--- config.mk ---
export PLATFORM = sky130hd
export DESIGN_NAME = sda_stream_timing
export DESIGN_NICKNAME = d
export VERILOG_FILES = /design/src/rtl/sda_pkg.sv /design/src/rtl/sda_stream_timing.sv
export SDC_FILE = /design/constraint.sdc
export NUM_CORES = 2
export LEC_CHECK = 0
export BUFFER_PORTS_ARGS = -buffer_cell sky130_fd_sc_hd__clkbuf_2
export CELL_PAD_IN_SITES_DETAIL_PLACEMENT = 1
export CELL_PAD_IN_SITES_GLOBAL_PLACEMENT = 1
export CORE_ASPECT_RATIO = 2
export CORE_MARGIN = 5
export CORE_UTILIZATION = 45
export DETAILED_ROUTE_END_ITERATION = 10
export GPL_ROUTABILITY_DRIVEN = 0
export PLACE_DENSITY_LB_ADDON = 0.1
export SYNTH_ARGS = -nofsm -noshare
export SYNTH_HDL_FRONTEND = slang
export SYNTH_SLANG_ARGS = --single-unit
--- constraint.sdc ---
create_clock -name i_sys_clk -period 2.35 [get_ports i_sys_clk]
set_input_delay 0.1175 -clock i_sys_clk [delete_from_list [all_inputs] [get_ports i_sys_clk]]
set_output_delay 0.1175 -clock i_sys_clk [all_outputs]
set_load 0.01 [all_outputs]
--- src/rtl/sda_pkg.sv ---
// Purpose: shared constants and types for the stream delay and advance block
// Assumes: 16-bit register port, 25 MHz system clock
// Notes: one bit period of a stream is split in quarters for delay and sampling
package sda_pkg;
	// ----------------------------------------------------------------
	// register map
	// ----------------------------------------------------------------
	localparam int N_STREAMS = 32;
	localparam logic [13:0] BP_DELAY_BASE = 14'h0063;
	localparam logic [13:0] LO_ADV_BASE = 14'h0083;
	localparam logic [13:0] ARRAY_SPAN = 14'h001F;
	localparam logic [15:0] REG_RST = 16'h0000;
	localparam logic [15:0] RDATA_IDLE = 16'h0000;
	// ----------------------------------------------------------------
	// field layout
	// ----------------------------------------------------------------
	localparam int BP_FIELD_MSB = 4;
	localparam int BP_WHOLE_LSB = 2;
	localparam int BP_POINT_MSB = 1;
	localparam int ADV_FIELD_MSB = 1;
	localparam logic [2:0] SAMPLE_DEFAULT_Q = 3'h3;
	// ----------------------------------------------------------------
	// timing
	// ----------------------------------------------------------------
	localparam int SYS_CLK_NS = 40;
	localparam int FRAME_NS = 125000;
	localparam int FRAME_CYC = FRAME_NS / SYS_CLK_NS;
	localparam logic [11:0] FRAME_LAST = 12'(FRAME_CYC - 1);
	localparam logic [11:0] ADV_STEP_CYC = 12'h002;
	// ----------------------------------------------------------------
	// carriers
	// ----------------------------------------------------------------
	typedef struct packed {
		logic cs_n;
		logic ds_n;
		logic rd;
		logic [13:0] addr;
		logic [15:0] wdata;
	} sda_bus_req_t;
	typedef struct packed {
		logic [5:0] delay_q;
		logic [2:0] sample_q;
	} sda_bp_timing_t;
endpackage : sda_pkg

--- src/rtl/sda_stream_timing.sv ---
// Purpose: per-stream backplane input delay/sampling and local output advance
// Assumes: register port sampled on i_sys_clk, frame pulse generated here
// Notes: advance is counted in cycles of i_sys_clk
// Overview of operation
// [RQ1] thirty-two backplane delay registers at consecutive addresses, one per stream
// [RQ2] select low: sample at 3/4 bit, delay equals field quarters, up to 7 3/4
// [RQ3] select high: field bits 4:2 give whole-bit delay zero to seven
// [RQ4] select high: low bits pick sample point 3/4, 4/4, 1/4, 2/4 quarters
// [RQ5] delay fields reset to zero: no delay, sampling at three quarters; o_bp_timing holds sample_q 0 until the first clock after reset
// [RQ6] software writes zeros to unused upper bits of both register kinds
// [RQ7] thirty-two local advance registers at consecutive addresses, streams 0 to 31
// [RQ8] each local output advanced by zero, two, four or six clock cycles
// [RQ9] advance fields reset to zero, giving no output advancement
// [RQ10] advance code 00 none, 01 two, 10 four, 11 six cycles early
// [RQ11] zero advance aligns stream start with the generated frame pulse
// [RQ12] registers read back last write; changes leave other streams untouched
`timescale 1ns/1ns
`default_nettype none
module sda_stream_timing
	import sda_pkg::*;
(
	input wire logic i_sys_clk,
	input wire logic i_rst_n,
	input wire sda_bus_req_t i_bus,
	input wire logic i_sample_point_select,
	output logic [15:0] o_rdata,
	output logic o_ack_n,
	output logic o_output_frame_pulse_8m,
	output logic [N_STREAMS-1:0] o_local_serial_output_start,
	output var sda_bp_timing_t [N_STREAMS-1:0] o_bp_timing
);
	// ----------------------------------------------------------------
	// helpers
	// ----------------------------------------------------------------
	function automatic logic reg_hit(input logic [13:0] a, input logic [13:0] base);
		return (a >= base) && (a <= base + ARRAY_SPAN);
	endfunction : reg_hit

	function automatic logic [11:0] lead_cyc(input logic [ADV_FIELD_MSB:0] code);
		return ADV_STEP_CYC * {10'h000, code};
	endfunction : lead_cyc

	function automatic sda_bp_timing_t bp_map(input logic sel, input logic [BP_FIELD_MSB:0] f);
		sda_bp_timing_t t;
		t.delay_q = {1'b0, f};
		t.sample_q = SAMPLE_DEFAULT_Q;
		if (sel) begin
			t.delay_q = {1'b0, f[BP_FIELD_MSB:BP_WHOLE_LSB], 2'b00};
			case (f[BP_POINT_MSB:0])
				2'b00: t.sample_q = 3'h3;
				2'b01: t.sample_q = 3'h4;
				2'b10: t.sample_q = 3'h1;
				default: t.sample_q = 3'h2;
			endcase
		end
		return t;
	endfunction : bp_map

	// ----------------------------------------------------------------
	// register port
	// ----------------------------------------------------------------
	logic [15:0] bp_delay_r [N_STREAMS];
	logic [15:0] bp_delay_nxt [N_STREAMS];
	logic [15:0] lo_adv_r [N_STREAMS];
	logic [15:0] lo_adv_nxt [N_STREAMS];
	logic busy_r;
	logic busy_nxt;
	logic ack_n_r;
	logic ack_n_nxt;
	logic [15:0] rdata_r;
	logic [15:0] rdata_nxt;
	logic take;
	logic bp_hit;
	logic lo_hit;
	logic [4:0] bp_idx;
	logic [4:0] lo_idx;
	logic [13:0] bp_off;
	logic [13:0] lo_off;

	always_comb begin
		bp_delay_nxt = bp_delay_r;
		lo_adv_nxt = lo_adv_r;
		rdata_nxt = rdata_r;
		take = !i_bus.cs_n && !i_bus.ds_n && !busy_r;
		// one take per strobe: the master must lift a strobe before the next access
		busy_nxt = (busy_r || take) && !(i_bus.cs_n || i_bus.ds_n);
		ack_n_nxt = !take;
		bp_hit = reg_hit(i_bus.addr, BP_DELAY_BASE);
		lo_hit = reg_hit(i_bus.addr, LO_ADV_BASE);
		bp_off = i_bus.addr - BP_DELAY_BASE;
		lo_off = i_bus.addr - LO_ADV_BASE;
		bp_idx = bp_off[4:0];
		lo_idx = lo_off[4:0];
		if (take) begin
			if (bp_hit) begin
				if (i_bus.rd) begin
					rdata_nxt = bp_delay_r[bp_idx]; // [RQ12]
				end else begin
					bp_delay_nxt[bp_idx] = i_bus.wdata; // [RQ1] [RQ12]
				end
			end else if (lo_hit) begin
				if (i_bus.rd) begin
					rdata_nxt = lo_adv_r[lo_idx]; // [RQ12]
				end else begin
					lo_adv_nxt[lo_idx] = i_bus.wdata; // [RQ7] [RQ12]
				end
			end else if (i_bus.rd) begin
				// unmapped read gives zero; unmapped write leaves read data alone
				rdata_nxt = RDATA_IDLE;
			end
		end
	end

	always_ff @(posedge i_sys_clk or negedge i_rst_n) begin
		if (!i_rst_n) begin
			for (int i = 0; i < N_STREAMS; i++) begin
				bp_delay_r[i] <= REG_RST; // [RQ5]
				lo_adv_r[i] <= REG_RST; // [RQ9]
			end
			busy_r <= 1'b0;
			ack_n_r <= 1'b1;
			rdata_r <= RDATA_IDLE;
		end else begin
			bp_delay_r <= bp_delay_nxt;
			lo_adv_r <= lo_adv_nxt;
			busy_r <= busy_nxt;
			ack_n_r <= ack_n_nxt;
			rdata_r <= rdata_nxt;
		end
	end

	assign o_rdata = rdata_r;
	assign o_ack_n = ack_n_r;

	// ----------------------------------------------------------------
	// frame timing and per-stream settings
	// ----------------------------------------------------------------
	logic [11:0] cnt_r;
	logic [11:0] cnt_nxt;
	logic fp_r;
	logic fp_nxt;
	logic [N_STREAMS-1:0] start_r;
	logic [N_STREAMS-1:0] start_nxt;
	sda_bp_timing_t [N_STREAMS-1:0] timing_r;
	sda_bp_timing_t [N_STREAMS-1:0] timing_nxt;

	always_comb begin
		cnt_nxt = (cnt_r == FRAME_LAST) ? 12'h000 : cnt_r + 12'h001;
		fp_nxt = (cnt_r == FRAME_LAST); // [RQ11]
		for (int i = 0; i < N_STREAMS; i++) begin
			// stream start leads the frame pulse by its advance
			start_nxt[i] = (cnt_r ==
				FRAME_LAST - lead_cyc(lo_adv_r[i][ADV_FIELD_MSB:0])); // [RQ8] [RQ10]
			timing_nxt[i] = bp_map(i_sample_point_select,
				bp_delay_r[i][BP_FIELD_MSB:0]); // [RQ2] [RQ3] [RQ4]
		end
	end

	always_ff @(posedge i_sys_clk or negedge i_rst_n) begin
		if (!i_rst_n) begin
			cnt_r <= 12'h000;
			fp_r <= 1'b0;
			start_r <= '0;
			timing_r <= '0;
		end else begin
			cnt_r <= cnt_nxt;
			fp_r <= fp_nxt;
			start_r <= start_nxt;
			timing_r <= timing_nxt;
		end
	end

	assign o_output_frame_pulse_8m = fp_r;
	assign o_local_serial_output_start = start_r;
	assign o_bp_timing = timing_r;

	// ----------------------------------------------------------------
	// checks
	// ----------------------------------------------------------------
	logic seen_r;
	always_ff @(posedge i_sys_clk or negedge i_rst_n) begin
		if (!i_rst_n) begin
			seen_r <= 1'b0;
		end else begin
			seen_r <= 1'b1;
		end
	end
endmodule : sda_stream_timing
`default_nettype wire

==> impl_metrics.toml <==
[power_and_ir_drop]
power_switching_mw = 11.4
p_leak_nw = 35.8
power_frac_seq = 0.479
peakVddDrop_mv = 0.647
pwr-share-comb = 0.075
power_density_nw_per_um2 = 671
clockPowerShare = 0.446
power.internal_mw = 36.9
swShare = 0.236

[floorplan]
fp.dieW_um = 267
placement_rows = 188
start_util = 0.454
ios = 374
core_area_um2 = 131000
die_y_um = 524
dieArea_um2 = 140000

[cts]
cts_max_level = 3
clk_latency_ns = 0.77
path_clk_slew_ns = 0.07
cts_made_buffers = 120
tritoncts = "built"
clock-sinks = 1343
clock-root-buffer = "clkbuf_16"
clockBufferDepth = 3

[finish]
final_cell_mix = "dfrtp_1, mux2_2, clkbuf_2"
mostFrequentLayoutCell = "dfrtp_1"
fin_cells = 6580
nets = 4896
drive_gt1_frac = 0.469
synthToLayoutAreaGrowth_pct = 20.9
nFillCells = 12600
fin_area_um2 = 72000

[timing]
fin_crit_sh = 1.01
fin_ws_ns = -0.0146
slew_viol_final = 0
max_freq_mhz = 423
skew_ns = 0.0418
finalSetupTns_ns = -0.0190
tightest_slew_ns = 1.25
relSlewSlack = 0.168
setup_violations = 2
fin_crit_ns = 2.36
hold_viol = 0
rsz0062_at_grt = "no"

[synth]
netlist_area_um2 = 59500
synth_edf_count = 0
yosysWarnings = 0
synth_flop_cell = "dfrtp_1"
syn_inst = 4166
synth_cell_types = 70
ys_seq_area_frac = 0.565
async_flop_share = 1.00
syn_avg_cell_area_um2 = 14.3
synth.ff_latch_count = 1343

[setup_path]
crit_path_end_kind = "flop"
r2r-start = "busy_r"
cp-start-kind = "input port"
path_class = "input port to flop"
crit_required_ns = 3.01
r2r-end = "o_rdata[12]"
crit_arrival_ns = 3.02
reg2reg_slack_ns = 0
r2r_cells = 6
cp_max_fo = 11

[global_routing]
grt_pass1_vias = 41900
antenna_found_initial = 3
grt_first_pass_wirelength_um = 275000
grt_usage = 0.262
grt_max_degree = 93
globalRouteOverflowTotal = 0

[outcome]
status = "complete, but fails checks"
failed_checks = "negative setup slack"

[route]
via_per_inst = 5.63
drc = 0
route.vias.total = 37000
drtIter0Drc = 1759
wire_per_inst_um = 27.7
drt_pre_antenna_iters = 5
drt_wl_total_um = 182000
drtAntennaViolNets = 0

[placed_design]
port-buffer-count = 341
dp.cells = 6333
place_hpwl_um = 125000
post_dp_cell_area_um2 = 67300

[min_path]
hold_start = "i_bus[4]"
hold_end = "lo_adv_r[356]"
min_path_cells = 3
hold_class = "input port to flop"

[job]
drv_cap = 0
-- kinds of logic after synthesis --
logic type | synth area share
AND/OR/NAND/NOR | 0.0487
AO/OA/AOI/OAI | 0.0359
buffers and inverters | 0.0347
flip-flops | 0.565
XOR/XNOR | 0.0112
adder cells (fa/ha/maj) | 0.0193
other | 0.0000630
multiplexers | 0.286
-- power groups by stage --
stage / clock network [mW] / logic [mW] / registers (mW)
2_1_floorplan: 0 / 1.50 / 23.6
3_3_place_gp: 0 / 3.52 / 23.6
3_5_place_dp: 0 / 3.57 / 23.6
4_1_cts: 22.1 / 3.67 / 23.1
5_1_grt: 23.0 / 3.82 / 23.1
6_report: 21.6 / 3.61 / 23.1
-- routing by layer --
metal	share of wire	up-vias	wire [um]	track usage
met4	0.053	0	9720	0.122
met3	0.034	301	6250	0.0312
met2	0.55	784	99600	0.491
met5	0	-	0	0
met1	0.37	19900	66700	0.293
li1	-	16100	-	-
-- through the flow --
step           power [mW]  hold WS, ns  utilization  worst slack (ns)
2_1_floorplan        25.1       -0.178            -           -0.0379
3_3_place_gp         27.1       0.0602        0.512             -1.87
3_5_place_dp         27.1       0.0545        0.513             -1.17
4_1_cts              48.9      0.00250        0.548            0.0161
5_1_grt              50.0       0.0194        0.548            0.0254
6_report             48.3       0.0203        0.548           -0.0146
-- sequential cells by signal (all words and copies together), names as in the netlist --
signal / cells
o_ack_n: 1
lo_adv_r: 512
busy_r: 1
o_local_serial_output_start: 32
o_rdata: 16
bp_delay_r: 512
o_output_frame_pulse_8m: 1
o_bp_timing: 256
cnt_r: 12
-- cells in the mapped netlist (24+ instances only) --
cell type  count  area (um2)
xor2_1        35         307
and2_1        33         206
nor2_4        24         270
buf_4         73         548
a22oi_1       98         736
dfrtp_1     1342       33600
nor2_1       105         394
nor4_1        34         213
mux2_2      1024       11500
buf_2         56         280
mux4_2       128        2880
mux2i_1      257        2570
buf_1         53         199
nand2_1       97         364
and3_1        53         332
inv_1         76         285
xnor2_1       41         359
ha_1          92        1150
nor2b_1       44         275
nand2b_1      29         181
a21oi_1       50         250
clkbuf_1     193         724
-- worst max-delay path, stage by stage --
cell and delay (ns):
clkbuf_2 0.16, ha_1 0.26, xnor2_2 0.25, nor2_2 1.00, a22oi_1 0.30, and3_1 0.30, o41ai_1 0.38, buf_4 0.19
nand3_1 0.05
-- layout make-up --
type                       instances  area [um2]  area share
timing repair buffer             825        7250       0.101
clock inverter                    65         935      0.0130
multi-input combinational       2401       24400       0.339
inverter                          77         294     0.00408
antenna                            2        5.00   0.0000695
clock buffer                     157        3380      0.0470
tap                             1710        2140      0.0297
sequential                      1343       33600       0.467
-- timing repair --
action	4_1_cts	5_1_grt
resized for setup	4	8
hold endpoints to repair	1332	0
cloned	1	0
pin swaps	3	1
setup endpoints to repair	5	52
hold buffers	16	0
buffers inserted	6	0
-- worst max path at each step --
stage	startpoint	end	cells past startpoint
floorplan	i_bus[16]	lo_adv_r[405]	9
global placement	i_bus[17]	o_rdata[1]	14
detailed placement	i_bus[17]	o_rdata[1]	10
CTS	i_bus[17]	bp_delay_r[445]	10
global route	i_bus[17]	lo_adv_r[75]	11
finish	i_bus[17]	o_rdata[15]	9
Note: power is estimated with default switching activity, not from simulation.
